File: config.mk
export PLATFORM = sky130hd
export DESIGN_NAME = uapf_top
export DESIGN_NICKNAME = d
export VERILOG_FILES = /design/src/hw/uapf_pkg.sv /design/src/hw/uapf_top.sv /design/src/hw/uapf_ip_filter.sv /design/src/hw/uapf_deny_mon.sv
export VERILOG_INCLUDE_DIRS = /design/src /design/src/hw
export SDC_FILE = /design/constraint.sdc
export NUM_CORES = 2
export LEC_CHECK = 0
export ABC_AREA = 1
export BUFFER_PORTS_ARGS = -buffer_cell sky130_fd_sc_hd__buf_2
export CAP_MARGIN = 25
export CORE_UTILIZATION = 60
export DETAILED_ROUTE_END_ITERATION = 7
export PLACE_DENSITY = 0.83
export SLEW_MARGIN = 20
export SYNTH_ARGS = -nofsm -noshare
export SYNTH_HDL_FRONTEND = slang
export SYNTH_HIERARCHICAL = 1
export SYNTH_SLANG_ARGS = --single-unit
File: constraint.sdc
create_clock -name clk -period 8.9 [get_ports clk]
set_input_delay 0.445 -clock clk [delete_from_list [all_inputs] [get_ports clk]]
set_output_delay 0.445 -clock clk [all_outputs]
set_load 0.03 [all_outputs]
File: src/hw/uapf_defines.svh
// Offsets, field positions, reset values and timing counts of the block.
`ifndef UAPF_DEFINES_SVH
`define UAPF_DEFINES_SVH
// ==========================================================================
// Word addresses of the shared buffer memory.
`define UAPF_ADDR_OPSET      16'h001F
`define UAPF_ADDR_ERRCODE    16'h0069
`define UAPF_ADDR_AUTOPORT   16'h0020
`define UAPF_ADDR_FLT_FIRST  16'h5700
`define UAPF_ADDR_FLT_LAST   16'h5721
`define UAPF_ADDR_MON_FIRST  16'h5722
`define UAPF_ADDR_MON_LAST   16'h5725
`define UAPF_FLT_WORDS       34
`define UAPF_FLT_ENTRIES     8
// ==========================================================================
// Bit positions of the operation setting word.
`define UAPF_OP_ASCII        1
`define UAPF_OP_KEEPALIVE    4
`define UAPF_OP_IEEE8023     5
`define UAPF_OP_RUNWRITE     6
`define UAPF_OP_OPENWAIT     8
`define UAPF_OP_REINIT       15
`define UAPF_OP_MASK         16'h8172
// ==========================================================================
// Reset values.
`define UAPF_OPSET_RESET     16'h0000
`define UAPF_AUTOPORT_RESET  16'h1388
`define UAPF_WORD_ZERO       16'h0000
`define UAPF_CNT_MAX         32'hFFFFFFFF
`define UAPF_CNT_ONE         32'h00000001
// ==========================================================================
// Timing: the initial and reinitial processes each last a fixed time.
`define UAPF_CLK_PERIOD_NS   5
`define UAPF_INIT_TIME_NS    1000
`define UAPF_INIT_CYCLES     ((`UAPF_INIT_TIME_NS+`UAPF_CLK_PERIOD_NS-1)/`UAPF_CLK_PERIOD_NS)
`endif

File: src/hw/uapf_pkg.sv
// Types shared by the files of the block.
package uapf_pkg;
	// ==================================================================
	// Sequencer states.
	typedef enum logic [1:0] {
		UAPF_ST_INIT   = 2'b00,
		UAPF_ST_RUN    = 2'b01,
		UAPF_ST_REINIT = 2'b10
	} uapf_state_e;
	typedef logic [15:0] uapf_word_t;
	typedef logic [31:0] uapf_ip_t;
endpackage

File: src/hw/uapf_top.sv
// Auto-open UDP port, source address filter and reinitialization control.
`timescale 1ns/10ps
`default_nettype none
`include "uapf_defines.svh"
// How it works
// - After a good initial process the auto port opens from stored settings.
// - The auto port closes only on station reset or power loss.
// - The auto port takes requests from any permitted source addressed to this device.
// - One auto port request at a time; later requests wait until done.
// - A new auto port number is used only after a reinitialization.
// - New filter words take effect only when a reinitialization completes.
// - Completing a reinitialization clears the denial monitoring words.
// - Every access, any connection, is judged by the active filter.
// - The reinit instruction applies the held filter words like the bit.
// - Setting bit 1 picks binary or ASCII message coding.
// - Setting bit 4 picks echo or keepalive peer liveness checking.
// - Setting bit 5 picks Ethernet II or IEEE 802.3 framing.
// - Setting bit 6 allows or refuses remote writes while running.
// - Setting bit 8 picks open waiting and communication while stopped.
// - Host sets bit 15 to ask; device clears it when finished.
// - Initial and reinitial results go to the error code word.
// - Filter enable word and allow or deny type word.
// - Eight entries of start and end address; zero means single or unused.
// - Denials counted, wrapping to one, and last denied address kept.
module uapf_top (
	input  wire logic                 clk,
	input  wire logic                 rstn,
	input  wire logic                 host_wr,
	input  wire logic                 host_rd,
	input  wire logic          [15:0] host_addr,
	input  wire logic          [15:0] host_wdata,
	output logic               [15:0] host_rdata,
	output logic                      host_rvalid,
	input  wire logic                 reinit_instruction,
	input  wire logic          [15:0] proc_fault_code,
	input  wire logic                 cpu_running,
	input  wire logic                 acc_valid,
	input  wire logic          [31:0] acc_src_ip,
	input  wire logic                 acc_to_auto,
	input  wire logic                 acc_dst_self,
	input  wire logic          [15:0] acc_dst_port,
	input  wire logic                 acc_is_write,
	output logic                      acc_ready,
	output logic                      acc_grant,
	output logic                      acc_deny,
	output logic                      acc_block,
	input  wire logic                 auto_done,
	output logic                      init_done_flag,
	output logic                      auto_port_open,
	output logic                      auto_port_busy,
	output logic               [15:0] auto_port_num,
	output logic                      ascii_mode,
	output logic                      keepalive_mode,
	output logic                      ieee8023_frame,
	output logic                      run_write_enable,
	output logic                      open_wait
);
	// ==================================================================
	// Address decode helpers.
	function automatic logic in_range(input logic [15:0] a,
		input logic [15:0] lo, input logic [15:0] hi);
		return (a >= lo) && (a <= hi);
	endfunction

	function automatic logic [5:0] flt_idx(input logic [15:0] a);
		logic [15:0] d;
		d = a - `UAPF_ADDR_FLT_FIRST;
		return d[5:0];
	endfunction

	// ==================================================================
	// State.
	uapf_pkg::uapf_state_e state;
	uapf_pkg::uapf_state_e next_state;
	logic [15:0] cycle_cnt;
	logic [15:0] opset;
	logic [15:0] err_code;
	logic [15:0] port_staged;
	logic [15:0] flt_staged [0:`UAPF_FLT_WORDS-1];
	logic [15:0] flt_active [0:`UAPF_FLT_WORDS-1];
	logic        finish;
	logic        good_end;
	logic        reinit_req;
	logic        host_wr_op;
	logic        permit;
	logic        mon_clr;
	logic        taken;
	logic        auto_hit;
	logic        mode_refuse;
	uapf_pkg::uapf_ip_t deny_count;
	uapf_pkg::uapf_ip_t deny_last;

	// ==================================================================
	// Sequencer control terms.
	assign finish     = (state != uapf_pkg::UAPF_ST_RUN) &&
		(cycle_cnt == 16'(`UAPF_INIT_CYCLES - 1));
	assign good_end   = finish && (proc_fault_code == `UAPF_WORD_ZERO);
	assign host_wr_op = host_wr && (host_addr == `UAPF_ADDR_OPSET);
	assign reinit_req = opset[`UAPF_OP_REINIT] || reinit_instruction;
	assign mon_clr    = finish && (state == uapf_pkg::UAPF_ST_REINIT);

	// Next state of the initial and reinitial sequencer.
	always_comb begin
		next_state = state;
		case (state)
			uapf_pkg::UAPF_ST_INIT: begin
				if (finish) begin
					next_state = uapf_pkg::UAPF_ST_RUN;
				end
			end
			uapf_pkg::UAPF_ST_RUN: begin
				if (reinit_req) begin
					next_state = uapf_pkg::UAPF_ST_REINIT;
				end
			end
			uapf_pkg::UAPF_ST_REINIT: begin
				if (finish) begin
					next_state = uapf_pkg::UAPF_ST_RUN;
				end
			end
			default: begin
				next_state = uapf_pkg::UAPF_ST_INIT;
			end
		endcase
	end

	// State register and process duration counter.
	always_ff @(posedge clk) begin
		if (!rstn) begin
			state     <= uapf_pkg::UAPF_ST_INIT;
			cycle_cnt <= 16'h0000;
		end else begin
			state <= next_state;
			if (state == uapf_pkg::UAPF_ST_RUN || finish) begin
				cycle_cnt <= 16'h0000;
			end else begin
				cycle_cnt <= cycle_cnt + 16'h0001;
			end
		end
	end

	// ==================================================================
	// Operation setting word; the host's set wins over the device clear.
	always_ff @(posedge clk) begin
		if (!rstn) begin
			opset <= `UAPF_OPSET_RESET;
		end else if (host_wr_op) begin
			opset <= host_wdata & `UAPF_OP_MASK;
		end else if (mon_clr) begin
			opset[`UAPF_OP_REINIT] <= 1'b0;
		end
	end

	// Result of each initial and reinitial process.
	always_ff @(posedge clk) begin
		if (!rstn) begin
			err_code <= `UAPF_WORD_ZERO;
		end else if (finish) begin
			err_code <= proc_fault_code;
		end
	end

	// Initial done flag stays low during a reinitialization.
	always_ff @(posedge clk) begin
		if (!rstn) begin
			init_done_flag <= 1'b0;
		end else if (finish) begin
			init_done_flag <= good_end;
		end else if (state == uapf_pkg::UAPF_ST_REINIT) begin
			init_done_flag <= 1'b0;
		end
	end

	// ==================================================================
	// Staged settings written by the host.
	always_ff @(posedge clk) begin
		if (!rstn) begin
			port_staged <= `UAPF_AUTOPORT_RESET;
			for (int i = 0; i < `UAPF_FLT_WORDS; i++) begin
				flt_staged[i] <= `UAPF_WORD_ZERO;
			end
		end else if (host_wr) begin
			if (host_addr == `UAPF_ADDR_AUTOPORT) begin
				port_staged <= host_wdata;
			end else if (in_range(host_addr, `UAPF_ADDR_FLT_FIRST,
				`UAPF_ADDR_FLT_LAST)) begin
				flt_staged[flt_idx(host_addr)] <= host_wdata;
			end
		end
	end

	// Active copies change only at a good end of a process.
	always_ff @(posedge clk) begin
		if (!rstn) begin
			auto_port_num <= `UAPF_AUTOPORT_RESET;
			for (int i = 0; i < `UAPF_FLT_WORDS; i++) begin
				flt_active[i] <= `UAPF_WORD_ZERO;
			end
		end else if (good_end) begin
			auto_port_num <= port_staged;
			for (int i = 0; i < `UAPF_FLT_WORDS; i++) begin
				flt_active[i] <= flt_staged[i];
			end
		end
	end

	// Decoded operating modes, taken from the setting word at a good end.
	always_ff @(posedge clk) begin
		if (!rstn) begin
			ascii_mode       <= 1'b0;
			keepalive_mode   <= 1'b0;
			ieee8023_frame   <= 1'b0;
			run_write_enable <= 1'b0;
			open_wait        <= 1'b0;
		end else if (good_end) begin
			ascii_mode       <= opset[`UAPF_OP_ASCII];
			keepalive_mode   <= opset[`UAPF_OP_KEEPALIVE];
			ieee8023_frame   <= opset[`UAPF_OP_IEEE8023];
			run_write_enable <= opset[`UAPF_OP_RUNWRITE];
			open_wait        <= opset[`UAPF_OP_OPENWAIT];
		end
	end

	// ==================================================================
	// Auto port opens at the first good initial end and stays open.
	always_ff @(posedge clk) begin
		if (!rstn) begin
			auto_port_open <= 1'b0;
		end else if (good_end && state == uapf_pkg::UAPF_ST_INIT) begin
			auto_port_open <= 1'b1;
		end
	end

	// ==================================================================
	// Access handling: filter first, then mode refusal, then auto port.
	uapf_ip_filter u_filter (
		.cfg    (flt_active),
		.ip     (acc_src_ip),
		.permit (permit)
	);

	assign taken       = acc_valid && (!acc_to_auto || acc_ready);
	assign mode_refuse = (cpu_running && acc_is_write && !run_write_enable)
		|| (!cpu_running && !open_wait);
	assign auto_hit    = acc_to_auto && auto_port_open && acc_dst_self &&
		(acc_dst_port == auto_port_num);

	// One-cycle verdict pulses for a taken access; a permitted, unrefused auto port request that misses the port gets none.
	always_ff @(posedge clk) begin
		if (!rstn) begin
			acc_grant <= 1'b0;
			acc_deny  <= 1'b0;
			acc_block <= 1'b0;
		end else begin
			acc_deny  <= taken && !permit;
			acc_block <= taken && permit && mode_refuse;
			acc_grant <= taken && permit && !mode_refuse &&
				(!acc_to_auto || auto_hit);
		end
	end

	// Auto port stays occupied from a granted request until it is done.
	always_ff @(posedge clk) begin
		if (!rstn) begin
			auto_port_busy <= 1'b0;
		end else if (taken && permit && !mode_refuse && auto_hit) begin
			auto_port_busy <= 1'b1;
		end else if (auto_done) begin
			auto_port_busy <= 1'b0;
		end
	end

	// Ready for auto port requests only while the port is idle.
	always_ff @(posedge clk) begin
		if (!rstn) begin
			acc_ready <= 1'b0;
		end else begin
			acc_ready <= !(taken && permit && !mode_refuse && auto_hit) &&
				(!auto_port_busy || auto_done);
		end
	end

	uapf_deny_mon u_mon (
		.clk     (clk),
		.rstn    (rstn),
		.clr     (mon_clr),
		.deny    (taken && !permit),
		.deny_ip (acc_src_ip),
		.count   (deny_count),
		.last_ip (deny_last)
	);

	// ==================================================================
	// Host read port: data one cycle after the strobe, zero if unmapped.
	always_ff @(posedge clk) begin
		if (!rstn) begin
			host_rdata  <= `UAPF_WORD_ZERO;
			host_rvalid <= 1'b0;
		end else begin
			host_rvalid <= host_rd;
			if (!host_rd) begin
				host_rdata <= host_rdata;
			end else if (host_addr == `UAPF_ADDR_OPSET) begin
				host_rdata <= opset;
			end else if (host_addr == `UAPF_ADDR_ERRCODE) begin
				host_rdata <= err_code;
			end else if (host_addr == `UAPF_ADDR_AUTOPORT) begin
				host_rdata <= port_staged;
			end else if (in_range(host_addr, `UAPF_ADDR_FLT_FIRST,
				`UAPF_ADDR_FLT_LAST)) begin
				host_rdata <= flt_staged[flt_idx(host_addr)];
			end else if (host_addr == `UAPF_ADDR_MON_FIRST) begin
				host_rdata <= deny_count[15:0];
			end else if (host_addr == `UAPF_ADDR_MON_FIRST + 16'h0001) begin
				host_rdata <= deny_count[31:16];
			end else if (host_addr == `UAPF_ADDR_MON_FIRST + 16'h0002) begin
				host_rdata <= deny_last[15:0];
			end else if (host_addr == `UAPF_ADDR_MON_LAST) begin
				host_rdata <= deny_last[31:16];
			end else begin
				host_rdata <= `UAPF_WORD_ZERO;
			end
		end
	end
endmodule
`default_nettype wire

File: src/hw/uapf_ip_filter.sv
// Allow or deny decision on a source address from the active filter words.
`timescale 1ns/10ps
`default_nettype none
`include "uapf_defines.svh"
module uapf_ip_filter (
	input  wire logic              [15:0] cfg [0:`UAPF_FLT_WORDS-1],
	input  wire uapf_pkg::uapf_ip_t       ip,
	output logic                          permit
);
	// ==================================================================
	// Entry match: zero start is unused, zero end is a single address.
	function automatic logic entry_hit(input logic [31:0] st,
		input logic [31:0] en, input logic [31:0] a);
		logic hit;
		hit = 1'b0;
		if (st != 32'h00000000) begin
			if (en == 32'h00000000) begin
				hit = (a == st);
			end else begin
				hit = (a >= st) && (a <= en);
			end
		end
		return hit;
	endfunction

	logic listed;

	// Entries are scanned, then the type word turns a hit into a verdict.
	always_comb begin
		listed = 1'b0;
		for (int i = 0; i < `UAPF_FLT_ENTRIES; i++) begin
			listed = listed | entry_hit({cfg[4*i+3], cfg[4*i+2]},
				{cfg[4*i+5], cfg[4*i+4]}, ip);
		end
		if (!cfg[0][0]) begin
			permit = 1'b1;
		end else if (!cfg[1][0]) begin
			permit = listed;
		end else begin
			permit = !listed;
		end
	end
endmodule
`default_nettype wire

File: src/hw/uapf_deny_mon.sv
// Denied access counter and last denied source address.
`timescale 1ns/10ps
`default_nettype none
`include "uapf_defines.svh"
module uapf_deny_mon (
	input  wire logic                     clk,
	input  wire logic                     rstn,
	input  wire logic                     clr,
	input  wire logic                     deny,
	input  wire uapf_pkg::uapf_ip_t       deny_ip,
	output uapf_pkg::uapf_ip_t            count,
	output uapf_pkg::uapf_ip_t            last_ip
);
	// ==================================================================
	// A denial in the clearing cycle is kept, so it counts as the first.
	always_ff @(posedge clk) begin
		if (!rstn) begin
			count <= 32'h00000000;
		end else if (deny) begin
			if (clr || count == `UAPF_CNT_MAX) begin
				count <= `UAPF_CNT_ONE;
			end else begin
				count <= count + `UAPF_CNT_ONE;
			end
		end else if (clr) begin
			count <= 32'h00000000;
		end
	end

	// The latest denied address is held until the next clear.
	always_ff @(posedge clk) begin
		if (!rstn) begin
			last_ip <= 32'h00000000;
		end else if (deny) begin
			last_ip <= deny_ip;
		end else if (clr) begin
			last_ip <= 32'h00000000;
		end
	end
endmodule
`default_nettype wire

Word level (Yosys, flattened, before mapping) --
Memory sizes are Yosys's and may differ from the RTL's. A register that Yosys moved wholly into a read port is not among the register bits. Cells that the tools add are included.
Operators by class: add/sub/neg operators 3, $lt $le $gt $ge 18, equal/unequal tests 23, mux-type cells 48, bitwise operators 8, reduce and logical (&&, ||, !) cells 105
Operators by type and width (number):
- $eq A32 B32 Y1 | 8
- $ge A32 B32 Y1 | 8
- $le A32 B32 Y1 | 8
- $logic_not A32 Y1 | 8
- $reduce_bool A32 Y1 | 8
- $mux W16 | 9
- $mux W32 | 4
- $eq A16 B15 Y1 const B | 4
- $logic_not A1 Y1 | 43
- $add A32 B1 Y32 const B | 1
- $eq A32 B32 Y1 const B | 1
- $mux W1 | 31
- $logic_and A1 B1 Y1 | 28
- $add A16 B1 Y16 const B | 1
- $eq A16 B16 Y1 | 1
- $eq A16 B5 Y1 const B | 1
- $eq A16 B6 Y1 const B | 1
- $eq A16 B7 Y1 const B | 1
- $eq A16 B8 Y1 const B | 1
- $ge A16 B15 Y1 const B | 1
- $le A16 B15 Y1 const B | 1
- $logic_not A16 Y1 | 1
- $reduce_or A16 Y1 | 1
- $reduce_bool A2 Y1 | 4
- 14 further kinds | 30
Storage, ports and cells: register bits 165, bits in writable memories 544, input port bits 107, output and inout port bits 45, memories 1
Memories:
- flt_staged | words 34, width 16, read ports 35, clocked after Yosys merged registers in 34, wr ports 34, RTL line uapf_top.sv:79 | logic [15:0] flt_staged [0:`UAPF_FLT_WORDS-1];

Longest topological paths before layout --
depth in word-level cells 19, gate-level depth with buffers 29, depth with buffers taken out 27

Cells and area by module --
The synthesis kept the hierarchy.
By module, submodules not included:
- uapf_top | instances 1, cells each 6415, area each 62762.7 µm²
- uapf_ip_filter | instances 1, cells each 2396, area each 14709.1 µm²
- uapf_deny_mon | instances 1, cells each 517, area each 3433.3 µm²

Worst setup path before layout --
Ideal clock, no wire load.
path type in2reg, start input host_addr[1], end memory flt_staged[33][0], enable pin, arrival 2.852 ns, required time 8.491 ns, path slack 5.639 ns, stages on the path 9, path buffers 2, cells stage by stage buf_4 -> nor2_4 -> nand2_2 -> nor3_1 -> nor2_1 -> nand3_4 -> buf_6 -> a21oi_1 -> nor3_1
RTL lines:
- start, declared | RTL line uapf_top.sv:30 | input wire logic [15:0] host_addr,
- end, declared | RTL line uapf_top.sv:79

==> key figures <==
Run status
  – Status: finished with violations
  – Failing checks: design-rule violations

Setup path
  – R2R cell count: 11
  – Startpoint types: input pin
  – Crit path from: host_addr[1]
  – Critical path class: input pin to register
  – CP required: 9.35 ns
  – RR Startpoint: cycle_cnt[0]
  – Slowest stage delay, CP: 1.03 ns
  – Critical Path AT: 5.51 ns
  – Critical path endpoint category: register
  – CP top delay family: simple AND/OR/NAND/NOR gates
  – WP buf/inv: 2
  – R2R Path End: flt_active[227]
  – Register-to-register setup slack: 4.34 ns
  – Crit-path max FO: 25
  – CP max stage cell: nor3_2
  – Crit-path cells: buf_2 > buf_4 > nor2_4 > nand2_2 > o21ai_2 > nand3_1 > nand2_2 > nand3_4 > nor3_2 > nand2_1 > nand2_1
  – Critical Path Stages: 11

Clock network
  – CTS Sinks: 1639
  – CTS tree: built
  – Clk_lat worst skew: 0.83 ns
  – CTS buffer count: 166
  – Root buffer cell: clkbuf_16
  – H-tree Lvls: 4
  – Clk slew on worst S/H paths: 0.06 ns
  – Post-CTS sizing: 0
  – CTS Buffer Depth: 3

GRT
  – All-Layer GR Usage: 0.402
  – Initial antenna violation count: 13
  – Maximum number of pins on one net before global-route repair: 195
  – First-pass GRT wire length: 407000 um
  – Total grt overflow: 0
  – Vias in the first global route: 67800

STA
  – Final period utilization: 0.569
  – Fin. Hold Viols: 0
  – Worst Max-Slew Pin Slew: 1.25 ns
  – Unrepaired setup endpoints after global routing: false
  – Max-Slew Margin vs Limit: 0.164
  – Final setup viols: 0
  – Final Max Slew Viols: 0
  – Setup TNS: 0 ns
  – Achievable Freq: 0.198 GHz
  – Final hold slack: 0.0500 ns
  – Crit path time final: 5.06 ns
  – Clock skew: 0.0247 ns

Hold path
  – Worst hold path type: input pin to register
  – Worst Hold Path Cells: 3
  – Worst hold start: cpu_running
  – Worst Hold End: acc_block

Final layout
  – Net count, final: 10200
  – Post-Layout Cell Count: 11500
  – Most common cell after layout, fill and taps aside: nand2_1
  – Share of cells above drive strength 1: 0.0819
  – Most frequent cells in the layout: nand2_1 (2390), nor2_1 (997), edfxtp_1 (960)
  – Final Util: 0.680
  – Fillers: 10000
  – Area added between synthesis and finish: 12.1%

Route
  – Via-per-instance ratio: 6.19
  – Antenna viol nets, final: 0
  – Vias: 71300
  – WL/cell: 24.1 um
  – Total wire length: 278000 um
  – Drc violations: 22
  – DRT iter0 DRCs: 11700
  – First-pass DRT Iterations: 8

Synthesis
  – Synth Instances: 9217
  – YS warnings: 6
  – Avg Cell Area, Syn: 8.67 um2
  – Syn Std Cell Area: 80000 um2

Placement
  – Input/output buffers: 151
  – DP Cell Count: 11200
  – Dpl hpwl: 175000 um
  – Gpl congestion: 1.05

Pwr
  – Pwr Total: 16.8 mW
  – Switching power: 4.15 mW
  – Clock share of power: 0.431
  – Pwr Density: 188 nW/um2
  – Sw Ratio: 0.246
  – Logic pwr share: 0.072
  – Flop pwr share: 0.497
  – Worst ir drop on vdd: 0.000181 V
  – Int Power: 12.7 mW
  – Leak: 34.1 nW

Die
  – Ports: 152
  – Core area: 132000 um2
  – Rows: 133
  – Initial Util: 0.607
  – Die width: 367 um
  – Die area: 135000 um2
  – Die H: 367 um

Job
  – Max-cap check violation count: 0
## area by class of cell
class	instances	area, um2	share of cell area
repair buffers	273	1960	0.0219
inverters	876	3310	0.0369
diodes	6	15.0	0.000167
clock buffers	227	4630	0.0517
well taps	1755	2200	0.0245
multi-input cells	6658	34100	0.380
clock inverters	86	1020	0.0113
flip-flops and latches	1639	42400	0.473
## metrics by stage
stage | instance area (um2) | setup slack [ns]
floorplan | 81500 | 5.64
global placement | 83400 | 3.23
detailed placement | 83500 | 3.43
CTS | 89400 | 4.23
global route | 89600 | 3.97
finish | 89600 | 3.84
## worst max path at each step
stage / endpoint / slack, ns
floorplan: flt_staged[33][0] / 5.64
global placement: flt_staged[3][8] / 3.23
detailed placement: flt_staged[1][12] / 3.43
CTS: flt_staged[18][12] / 4.23
global route: host_rdata[3] / 3.97
finish: flt_staged[9][15] / 3.84
## state kept, by name, indices dropped and copies added (netlist names), 2 cells and up
| name | flops |
|---|---|
| auto_port_num | 16 |
| u_mon/count | 32 |
| port_staged | 16 |
| u_mon/last_ip | 32 |
| flt_active | 514 |
| flt_staged | 960 |
| host_rdata | 16 |
| state | 2 |
| opset | 6 |
| cycle_cnt | 16 |
| err_code | 16 |
## worst min-delay path, delay by kind of cell
kind	cells	cell delay (ns)
buffers and inverters	1	0.09
AO/OA/AOI/OAI	1	0.12
AND/OR/NAND/NOR	1	0.15
## metal layers
metal / global-route usage / up-vias / share of wire
li1: - / 31300 / -
met1: 0.493 / 33000 / 0.34
met2: 0.601 / 5555 / 0.43
met3: 0.128 / 1448 / 0.15
met4: 0.287 / 14 / 0.086
met5: 0 / - / 0.00030
## timing repair
action / 4_1_cts / 5_1_grt
setup endpoints to repair: 0 / 0
hold endpoints to repair: 30 / 0
hold buffers: 30 / 0
buffers inserted: 0 / 0
## power by group through the flow
stage               clock network, mW  registers [mW]  logic (mW)
detailed placement                  0            8.52        1.10
global placement                    0            8.51        1.06
floorplan                           0            8.46       0.634
finish                           7.27            8.37        1.21
CTS                              7.26            8.36        1.12
global route                     7.55            8.37        1.26
Power figures use the tool's default switching activity.
